[config.mk]
export PLATFORM = sky130hd
export DESIGN_NAME = i2cms_top
export DESIGN_NICKNAME = d
export VERILOG_FILES = /design/src/hw/i2cms_pkg.sv /design/src/hw/i2cms_bit_if.sv /design/src/hw/i2cms_sync.sv /design/src/hw/i2cms_bitgen.sv /design/src/hw/i2cms_top.sv
export SDC_FILE = /design/constraint.sdc
export NUM_CORES = 1
export LEC_CHECK = 0
export BUFFER_PORTS_ARGS = -buffer_cell sky130_fd_sc_hd__buf_2
export CAP_MARGIN = 10
export CORE_MARGIN = 3
export CORE_UTILIZATION = 51
export DETAILED_ROUTE_END_ITERATION = 10
export PLACE_DENSITY = 0.73
export REMOVE_ABC_BUFFERS = 1
export SYNTH_ARGS = -nofsm -noshare
export SYNTH_HDL_FRONTEND = slang
export SYNTH_SLANG_ARGS = --single-unit
[constraint.sdc]
create_clock -name core_clk -period 6.6 [get_ports core_clk]
set_clock_uncertainty 0.05 [all_clocks]
set_input_delay 0.66 -clock core_clk [delete_from_list [all_inputs] [get_ports core_clk]]
set_output_delay 0.66 -clock core_clk [all_outputs]
set_load 0.1 [all_outputs]
[src/hw/i2cms_pkg.sv]
package i2cms_pkg;
   // register offsets
   localparam logic [15:0] I2CMS_DATA_ADDR = 16'h441e;
   localparam logic [15:0] I2CMS_MODE_ADDR = 16'h442a;
   localparam logic [15:0] I2CMS_SEG_ADDR = 16'h4436;
   localparam logic [15:0] I2CMS_ACK_ADDR = 16'h4438;
   localparam logic [15:0] I2CMS_STAT_ADDR = 16'h443a;
   localparam logic [15:0] I2CMS_IMASK_ADDR = 16'h443c;
   // field positions
   localparam int SEG_START_BIT = 0;
   localparam int SEG_SEND_BIT = 1;
   localparam int SEG_RECV_BIT = 2;
   localparam int SEG_STOP_BIT = 3;
   localparam int ACK_SEL_BIT = 0;
   localparam int STAT_CMD_BIT = 0;
   localparam int STAT_TX_BIT = 1;
   localparam int STAT_RX_BIT = 2;
   localparam int STAT_NACK_BIT = 3;
   localparam int STAT_OVR_BIT = 4;
   localparam int STAT_UDR_BIT = 5;
   localparam int STAT_BUSY_BIT = 6;
   localparam int EV_CMD = 0;
   localparam int EV_NACK = 1;
   localparam int EV_TX = 2;
   localparam int EV_RX = 3;
   localparam int EV_OVR = 4;
   localparam int EV_UDR = 5;
   // values and reset values
   localparam logic [1:0] MODE_I2C = 2'h3;
   localparam logic [1:0] MODE_RST = 2'h0;
   localparam logic [3:0] SEG_RST = 4'h0;
   localparam logic [5:0] STAT_RST = 6'h00;
   localparam logic [5:0] IMASK_RST = 6'h00;
   localparam logic [7:0] DATA_RST = 8'h00;
   // timing: quarter of a bus bit period
   localparam int CLK_PERIOD_NS = 10;
   localparam int T_QUARTER_NS = 625;
   localparam int QUARTER_CYC = (T_QUARTER_NS + CLK_PERIOD_NS - 1) / CLK_PERIOD_NS;
   localparam logic [6:0] QUARTER_LAST = 7'(QUARTER_CYC - 1);
   typedef enum logic [1:0] {
      OP_START = 2'h0,
      OP_STOP = 2'h1,
      OP_BIT = 2'h2
   } i2cms_op_t;
endpackage : i2cms_pkg

[src/hw/i2cms_bit_if.sv]
`timescale 1ns/100ps
interface i2cms_bit_if;
   import i2cms_pkg::*;
   i2cms_op_t op;
   logic go;
   logic wbit;
   logic done;
   logic rbit;
   logic scl_s;
   logic sda_s;
   modport ctrl (output op, output go, output wbit, output scl_s, output sda_s,
      input done, input rbit);
   modport eng (input op, input go, input wbit, input scl_s, input sda_s,
      output done, output rbit);
endinterface : i2cms_bit_if

[src/hw/i2cms_sync.sv]
`timescale 1ns/100ps
module i2cms_sync (
   input wire logic core_clk,
   input wire logic sys_rst,
   input wire logic [1:0] async_in,
   output logic [1:0] sync_out
);
   logic [1:0] meta_reg;
   always_ff @(posedge core_clk) begin
      if (sys_rst) begin
         meta_reg <= 2'h3;
         sync_out <= 2'h3;
      end else begin
         meta_reg <= async_in;
         sync_out <= meta_reg;
      end
   end
endmodule : i2cms_sync

[src/hw/i2cms_bitgen.sv]
`timescale 1ns/100ps
module i2cms_bitgen
   import i2cms_pkg::*;
(
   input wire logic core_clk,
   input wire logic sys_rst,
   i2cms_bit_if.eng bif,
   output logic scl_oe_n,
   output logic sda_oe_n
);
   logic busy_reg;
   i2cms_op_t op_reg;
   logic wbit_reg;
   logic [1:0] phase_reg;
   logic [6:0] cnt_reg;
   logic done_reg;
   logic rbit_reg;
   // phase 1 waits for the line to really go high (slave stretching)
   wire stretch = (phase_reg == 2'h1) && !bif.scl_s;
   wire tick = busy_reg && (cnt_reg == QUARTER_LAST) && !stretch;
   wire launch = bif.go && !busy_reg;
   wire [1:0] ph_now = launch ? 2'h0 : phase_reg;
   wire i2cms_op_t op_now = launch ? bif.op : op_reg;
   wire wb_now = launch ? bif.wbit : wbit_reg;
   wire act = launch || busy_reg;
   // phase 0 keeps the clock line as it is
   wire scl_pull = (ph_now == 2'h0) ? !scl_oe_n :
      (ph_now == 2'h3) && (op_now != OP_STOP);
   wire sda_pull = (op_now == OP_BIT) ? !wb_now :
      (op_now == OP_START) ? ph_now[1] : !ph_now[1];
   assign bif.done = done_reg;
   assign bif.rbit = rbit_reg;
   always_ff @(posedge core_clk) begin
      if (sys_rst) begin
         busy_reg <= 1'b0;
         op_reg <= OP_START;
         wbit_reg <= 1'b1;
         phase_reg <= 2'h0;
         cnt_reg <= 7'h00;
         done_reg <= 1'b0;
         rbit_reg <= 1'b1;
         scl_oe_n <= 1'b1;
         sda_oe_n <= 1'b1;
      end else begin
         done_reg <= tick && (phase_reg == 2'h3);
         if (launch) begin
            busy_reg <= 1'b1;
            op_reg <= bif.op;
            wbit_reg <= bif.wbit;
            phase_reg <= 2'h0;
            cnt_reg <= 7'h00;
         end else if (tick) begin
            busy_reg <= (phase_reg != 2'h3);
            phase_reg <= phase_reg + 2'h1;
            cnt_reg <= 7'h00;
         end else if (busy_reg && !stretch) begin
            cnt_reg <= cnt_reg + 7'h01;
         end
         if (tick && (phase_reg == 2'h2)) begin
            rbit_reg <= bif.sda_s;
         end
         if (act) begin
            scl_oe_n <= !scl_pull;
            sda_oe_n <= !sda_pull;
         end
      end
   end
endmodule : i2cms_bitgen

[src/hw/i2cms_top.sv]
// Function
// - receive ends with ack or nack per select
// - data write pushes tx, read pops rx
// - receive clocks eight bits msb first, then ack
// - stop request generates a stop condition
// - no request means bus left untouched
// - one-byte receive and transmit buffers
// - start and stop requests self-clear when done
// - command done flag for start and stop
// - transmit done flag after send segment
// - receive done flag after receive segment
// - status shows ack or nack of slot
// - event on command done rising edge
// - event on transmitted byte answered nack
// - event on transmit done rising edge
// - event on receive done rising edge
// - receive overrun flagged, byte discarded
// - transmit underrun flagged on empty send
// - events pass only when both masks enable
//
// The plain strobed port and the register addresses were chosen for this implementation.
`timescale 1ns/100ps
module i2cms_top
   import i2cms_pkg::*;
(
   input wire logic core_clk,
   input wire logic sys_rst,
   input wire logic [15:0] reg_addr,
   input wire logic [15:0] reg_wdata,
   input wire logic reg_wr,
   input wire logic reg_rd,
   output logic [15:0] reg_rdata,
   input wire logic top_irq_enable,
   output logic [5:0] irq_event,
   input wire logic scl_in,
   output logic scl_out,
   output logic scl_oe_n,
   input wire logic sda_in,
   output logic sda_out,
   output logic sda_oe_n
);
   typedef enum logic [3:0] {
      S_IDLE = 4'h1,
      S_CMD = 4'h2,
      S_BITS = 4'h4,
      S_ACK = 4'h8
   } i2cms_state_t;

   // one bit operation goes to the engine, its result comes back
   i2cms_bit_if bif ();

   // sequencer state, control fields and the one-byte buffers
   i2cms_state_t state_reg;
   i2cms_state_t state_next;
   logic [1:0] mode_reg;
   logic [3:0] seg_reg;
   logic [3:0] seg_next;
   logic ack_sel_reg;
   logic [5:0] imask_reg;
   logic [5:0] stat_reg;
   logic [5:0] stat_next;
   logic [5:0] stat_set;
   logic nack_ev;
   logic [7:0] tx_data_reg;
   logic tx_full_reg;
   logic tx_full_next;
   logic [7:0] rx_data_reg;
   logic [7:0] rx_data_next;
   logic rx_full_reg;
   logic rx_full_next;
   logic [7:0] shift_reg;
   logic [7:0] shift_next;
   logic [2:0] bitcnt_reg;
   logic [2:0] bitcnt_next;
   logic is_recv_reg;
   logic is_recv_next;
   logic go_reg;
   logic go_next;
   i2cms_op_t op_reg;
   i2cms_op_t op_next;
   logic wbit_reg;
   logic wbit_next;
   logic [15:0] rdata_reg;
   logic [5:0] irq_reg;
   logic [1:0] pins_sync;

   // bus pin inputs pass two flops first
   i2cms_sync u_sync (
      .core_clk(core_clk),
      .sys_rst(sys_rst),
      .async_in({scl_in, sda_in}),
      .sync_out(pins_sync)
   );

   i2cms_bitgen u_bitgen (
      .core_clk(core_clk),
      .sys_rst(sys_rst),
      .bif(bif),
      .scl_oe_n(scl_oe_n),
      .sda_oe_n(sda_oe_n)
   );

   assign bif.scl_s = pins_sync[1];
   assign bif.sda_s = pins_sync[0];
   assign bif.go = go_reg;
   assign bif.op = op_reg;
   assign bif.wbit = wbit_reg;
   // open-drain lines only ever pull low
   assign scl_out = 1'b0;
   assign sda_out = 1'b0;
   assign reg_rdata = rdata_reg;
   assign irq_event = irq_reg;

   // one address compare per register, shared by write decode and read mux
   wire hit_data = (reg_addr == I2CMS_DATA_ADDR);
   wire hit_mode = (reg_addr == I2CMS_MODE_ADDR);
   wire hit_seg = (reg_addr == I2CMS_SEG_ADDR);
   wire hit_ack = (reg_addr == I2CMS_ACK_ADDR);
   wire hit_stat = (reg_addr == I2CMS_STAT_ADDR);
   wire hit_imask = (reg_addr == I2CMS_IMASK_ADDR);

   // register decode
   wire wr_data = reg_wr && hit_data;
   wire wr_mode = reg_wr && hit_mode;
   wire wr_seg = reg_wr && hit_seg;
   wire wr_ack = reg_wr && hit_ack;
   wire wr_stat = reg_wr && hit_stat;
   wire wr_imask = reg_wr && hit_imask;
   wire rd_data = reg_rd && hit_data;
   wire idle = (state_reg == S_IDLE);
   wire master_on = (mode_reg == MODE_I2C);

   // exactly one request bit selects a segment
   wire one_req = (seg_reg != 4'h0) && ((seg_reg & (seg_reg - 4'h1)) == 4'h0);
   wire can_issue = idle && master_on && one_req && !go_reg;
   wire req_start = can_issue && seg_reg[SEG_START_BIT];
   wire req_stop = can_issue && seg_reg[SEG_STOP_BIT];
   wire req_send = can_issue && seg_reg[SEG_SEND_BIT];
   wire req_recv = can_issue && seg_reg[SEG_RECV_BIT];

   // status flags clear by writing one; a set in the same cycle wins
   // nack seen follows each slot, so software cannot clear it
   wire [5:0] stat_clr = wr_stat ? reg_wdata[5:0] : 6'h00;
   wire [5:0] stat_w1c = stat_clr & ~(6'h01 << STAT_NACK_BIT);
   wire [5:0] stat_rise = stat_next & ~stat_reg;

   // read mux; unmapped offsets read zero
   wire [15:0] rd_mux =
      hit_data ? {8'h00, rx_data_reg} :
      hit_mode ? {14'h0000, mode_reg} :
      hit_seg ? {12'h000, seg_reg} :
      hit_ack ? {15'h0000, ack_sel_reg} :
      hit_stat ? {9'h000, !idle, stat_reg} :
      hit_imask ? {10'h000, imask_reg} :
      16'h0000;

   // interrupt events
   wire [5:0] ev_vec = {
      stat_set[STAT_UDR_BIT],
      stat_set[STAT_OVR_BIT],
      stat_rise[STAT_RX_BIT],
      stat_rise[STAT_TX_BIT],
      nack_ev,
      stat_rise[STAT_CMD_BIT]
   };
   wire [5:0] irq_next = ev_vec & imask_reg & {6{top_irq_enable}};

   always_comb begin
      state_next = state_reg;
      seg_next = seg_reg;
      stat_set = 6'h00;
      nack_ev = 1'b0;
      tx_full_next = tx_full_reg;
      rx_data_next = rx_data_reg;
      rx_full_next = rx_full_reg;
      shift_next = shift_reg;
      bitcnt_next = bitcnt_reg;
      is_recv_next = is_recv_reg;
      go_next = 1'b0;
      op_next = op_reg;
      wbit_next = wbit_reg;
      // requests are taken only while no segment runs
      if (wr_seg && idle) begin
         seg_next = reg_wdata[3:0];
      end
      if (wr_data) begin
         tx_full_next = 1'b1;
      end
      if (rd_data) begin
         rx_full_next = 1'b0;
      end
      case (state_reg)
         S_IDLE: begin
            if (req_start || req_stop) begin
               go_next = 1'b1;
               op_next = req_start ? OP_START : OP_STOP;
               state_next = S_CMD;
            end else if (req_send) begin
               go_next = 1'b1;
               op_next = OP_BIT;
               // an empty buffer still sends its stale byte
               wbit_next = tx_data_reg[7];
               shift_next = tx_data_reg;
               tx_full_next = wr_data;
               stat_set[STAT_UDR_BIT] = !tx_full_reg;
               bitcnt_next = 3'h0;
               is_recv_next = 1'b0;
               state_next = S_BITS;
            end else if (req_recv) begin
               go_next = 1'b1;
               op_next = OP_BIT;
               wbit_next = 1'b1;
               bitcnt_next = 3'h0;
               is_recv_next = 1'b1;
               state_next = S_BITS;
            end
         end
         S_CMD: begin
            if (bif.done) begin
               seg_next = SEG_RST;
               stat_set[STAT_CMD_BIT] = 1'b1;
               state_next = S_IDLE;
            end
         end
         S_BITS: begin
            if (bif.done) begin
               // msb first; the sampled line fills from the bottom
               shift_next = {shift_reg[6:0], bif.rbit};
               // the next bit operation follows at once
               go_next = 1'b1;
               op_next = OP_BIT;
               if (bitcnt_reg == 3'h7) begin
                  // ack select high drives an acknowledge
                  wbit_next = is_recv_reg ? !ack_sel_reg : 1'b1;
                  state_next = S_ACK;
               end else begin
                  bitcnt_next = bitcnt_reg + 3'h1;
                  wbit_next = is_recv_reg ? 1'b1 : shift_reg[6];
               end
            end
         end
         S_ACK: begin
            if (bif.done) begin
               seg_next = SEG_RST;
               stat_set[STAT_NACK_BIT] = bif.rbit;
               if (is_recv_reg) begin
                  stat_set[STAT_RX_BIT] = 1'b1;
                  // a data port read in this very cycle frees the buffer in time
                  if (rx_full_reg && !rd_data) begin
                     stat_set[STAT_OVR_BIT] = 1'b1;
                  end else begin
                     rx_data_next = shift_reg;
                     rx_full_next = 1'b1;
                  end
               end else begin
                  stat_set[STAT_TX_BIT] = 1'b1;
                  nack_ev = bif.rbit;
               end
               state_next = S_IDLE;
            end
         end
         default: begin
            // an illegal state code falls back to idle
            state_next = S_IDLE;
         end
      endcase
      stat_next = (stat_reg & ~stat_w1c) | stat_set;
      // nack status follows each acknowledge slot
      if (state_reg == S_ACK && bif.done) begin
         stat_next[STAT_NACK_BIT] = bif.rbit;
      end
   end

   // control fields and sticky status
   always_ff @(posedge core_clk) begin
      if (sys_rst) begin
         state_reg <= S_IDLE;
         mode_reg <= MODE_RST;
         seg_reg <= SEG_RST;
         ack_sel_reg <= 1'b0;
         imask_reg <= IMASK_RST;
         stat_reg <= STAT_RST;
      end else begin
         state_reg <= state_next;
         seg_reg <= seg_next;
         stat_reg <= stat_next;
         if (wr_mode) begin
            mode_reg <= reg_wdata[1:0];
         end
         if (wr_ack) begin
            ack_sel_reg <= reg_wdata[ACK_SEL_BIT];
         end
         if (wr_imask) begin
            imask_reg <= reg_wdata[5:0];
         end
      end
   end

   // data path: one-byte buffers and the shifter
   always_ff @(posedge core_clk) begin
      if (sys_rst) begin
         tx_data_reg <= DATA_RST;
         tx_full_reg <= 1'b0;
         rx_data_reg <= DATA_RST;
         rx_full_reg <= 1'b0;
         shift_reg <= DATA_RST;
         bitcnt_reg <= 3'h0;
         is_recv_reg <= 1'b0;
      end else begin
         if (wr_data) begin
            tx_data_reg <= reg_wdata[7:0];
         end
         tx_full_reg <= tx_full_next;
         rx_data_reg <= rx_data_next;
         rx_full_reg <= rx_full_next;
         shift_reg <= shift_next;
         bitcnt_reg <= bitcnt_next;
         is_recv_reg <= is_recv_next;
      end
   end

   // registered strobes to the engine, read data and event pulses
   always_ff @(posedge core_clk) begin
      if (sys_rst) begin
         go_reg <= 1'b0;
         op_reg <= OP_START;
         wbit_reg <= 1'b1;
         rdata_reg <= 16'h0000;
         irq_reg <= 6'h00;
      end else begin
         go_reg <= go_next;
         op_reg <= op_next;
         wbit_reg <= wbit_next;
         rdata_reg <= reg_rd ? rd_mux : 16'h0000;
         irq_reg <= irq_next;
      end
   end
endmodule : i2cms_top

==> results.toml <==
[drt]
drt_iter0_drc = 254
drtAntennaViolNets = 0
wire_per_inst_um = 14.71
drt-pass1-iter-count = 4
drc = 0
vias = 3341
routed_wl_um = 8855
viasPerCell = 5.550

[synthesis]
synth_top_area_frac = 0.4443
synth_cell_types = 62
synth_area_leaders = "dfxtp_1 (44%), mux2i_1 (9.4%), nor2_1 (6.0%), nand2_1 (3.8%), a21oi_1 (3.0%)"
ys.flop_type = "dfxtp_1"
synth-edff-count = 0
synth_seq_cells = 92
synthCells = 457
ys_seq_area_frac = 0.4443
postSynth.asyncResetShare = 0
syn_area_mm2 = 0.004145
synth.largest_area_cell = "dfxtp_1"
avgSynthCellArea_um2 = 9.071
ys_warn_count = 0

[die]
die_area_mm2 = 0.009246
io_pins = 65
die-height_um = 96.16
row_count = 32
core_area_mm2 = 0.007807
start_util = 0.5309
die_x_um = 96.16

[finish]
drive_above_1_share = 0.1620
syn2layout_area_growth_pct = 9.961
fillers = 727
nets = 541
mostFrequentLayoutCells = "dfxtp_1 (92), nor2_1 (66), buf_2 (46), nand2_1 (42), mux2i_1 (39)"
final_common_cell = "dfxtp_1"
ff_latch_area_mm2 = 0.001842
multi_input_area_mm2 = 0.002121
diodes = 0

[global_route]
grt_max_degree = 62
grt_first_pass_wirelength_um = 14310
grt_pass1_vias = 3019
grt_overflow_total = 0
grt_antenna_before_repair = 0
grt_util_all_layers = 0.2000

[hold_path]
whs_path_depth = 1
worstHoldEndpoint = "u_sync.sync_out[1]"
hp-class = "register to register"
holdCritStartpoint = "u_sync.meta_reg[1]"

[sta]
final_max_slew_viol_count = 0
min_period_over_period = 0.4331
whs_ns = 0.3716
fin_setup_tns_ns = 0
tightest_slew_ns = 0.9412
setup_violations = 0
hold_violations = 0
fmax_mhz = 349.9
finalCriticalPeriod_ns = 2.858
rsz0062_at_grt = "no"
max_slew_margin = 0.3668

[worst_setup_path]
cp-end-kind = "register"
cp.arrival_ns = 3.04
r2r_cells = 6
rr_endpoint = "u_bitgen.cnt_reg[1]"
r2r_slack_ns = 4.31
start_kind = "input pin"
startpoint = "reg_addr[13]"
critical_path_class = "input pin to register"
r2r-start = "u_bitgen.phase_reg[1]"
path_max_fanout = 13
worst_ep_required_time_ns = 6.78

[clock_network]
htree_levels = 3
cts_setup_buffers = 0
cts.sinks = 92
cts_tree = "built"
ctsHoldBuffers = 0
clock_path_buffers = 2
insertion_delay_ns = 0.36
cts_resized = 0
cts_made_buffers = 9
clk_pin_slew_ns = 0.09
root_buffer = "clkbuf_8"

[power_and_ir_drop]
ir_drop_v = 0.0001351
p_total_uw = 946.6
p_leak_nw = 1.888
p_per_area_mw_per_mm2 = 207.7

[placed_design]
hpwl_um = 6465
gp_congestion = 0.8911
port_buffers = 46

[flow_run]
max-cap-violations = 0

[outcome]
run_status = "complete, no violations"
## power by group
group / switching (mW) / total (mW) / internal [mW]
clock network: 0.197 / 0.334 / 0.136
registers: 0.000225 / 0.556 / 0.556
logic: 0.0458 / 0.0571 / 0.0113
## through the flow
stage	instances	utilization	setup slack (ns)	cell area (um^2)
floorplan	435	-	3.950	4011
global placement	586	0.5625	3.400	4392
detailed placement	586	0.5625	3.333	4392
CTS	602	0.5838	3.735	4558
global route	602	0.5838	3.534	4558
finish	602	0.5838	3.742	4558
## kinds of logic after synthesis
group,Yosys count,synth area share
flip-flops,92,0.4443
multiplexers,40,0.09689
AND/OR/NAND/NOR,187,0.2406
adder cells (fa/ha/maj),7,0.02113
other,1,0.0009047
AO/OA/AOI/OAI,77,0.1250
buffers and inverters,44,0.05222
XOR/XNOR,9,0.01901
## synthesized netlist by cell type, types with 4 or more instances
cell	instances
dfxtp_1	92
nor2_1	66
nand2_1	42
mux2i_1	39
a21oi_1	25
clkbuf_1	14
a211oi_1	13
inv_1	13
buf_4	12
nand3_1	10
o21ai_0	8
ha_1	7
nor3_1	7
nand2b_1	6
or2_2	6
a22oi_1	5
buf_2	5
nand4_1	5
xnor2_1	5
and3_1	4
nor2b_1	4
nor4_1	4
nor4b_1	4
xor2_1	4
## layer usage
metal  part of all wire  track usage  wire (um)
met5                  0            0          0
met1               0.46       0.2718       4073
met3              0.060      0.03753        527
met4              0.020      0.08412        174
met2               0.46       0.3099       4079
## worst max-delay path by stage
stage,to,slack [ns],depth (start not counted)
finish,tx_data_reg[0],3.74,6
CTS,tx_data_reg[2],3.74,6
global route,tx_data_reg[2],3.53,6
floorplan,tx_data_reg[0],3.95,5
detailed placement,tx_data_reg[0],3.33,6
global placement,tx_data_reg[5],3.40,6
## critical path, cell delays in order
cell     delay [ns]
buf_2          0.09
or4b_1         0.61
nor4_4         0.68
nand3_1        0.61
mux2i_1        0.32
nor2_1         0.05
## final cells by class
cell class | count | share of cell area
Multi-Input combinational cell | 330 | 0.4653
Clock inverter | 6 | 0.008509
Inverter | 13 | 0.01071
Sequential cell | 92 | 0.4041
Clock buffer | 10 | 0.02800
Timing Repair Buffer | 49 | 0.05545
Tap cell | 102 | 0.02800
No activity file was read; power rests on OpenSTA's default activity.
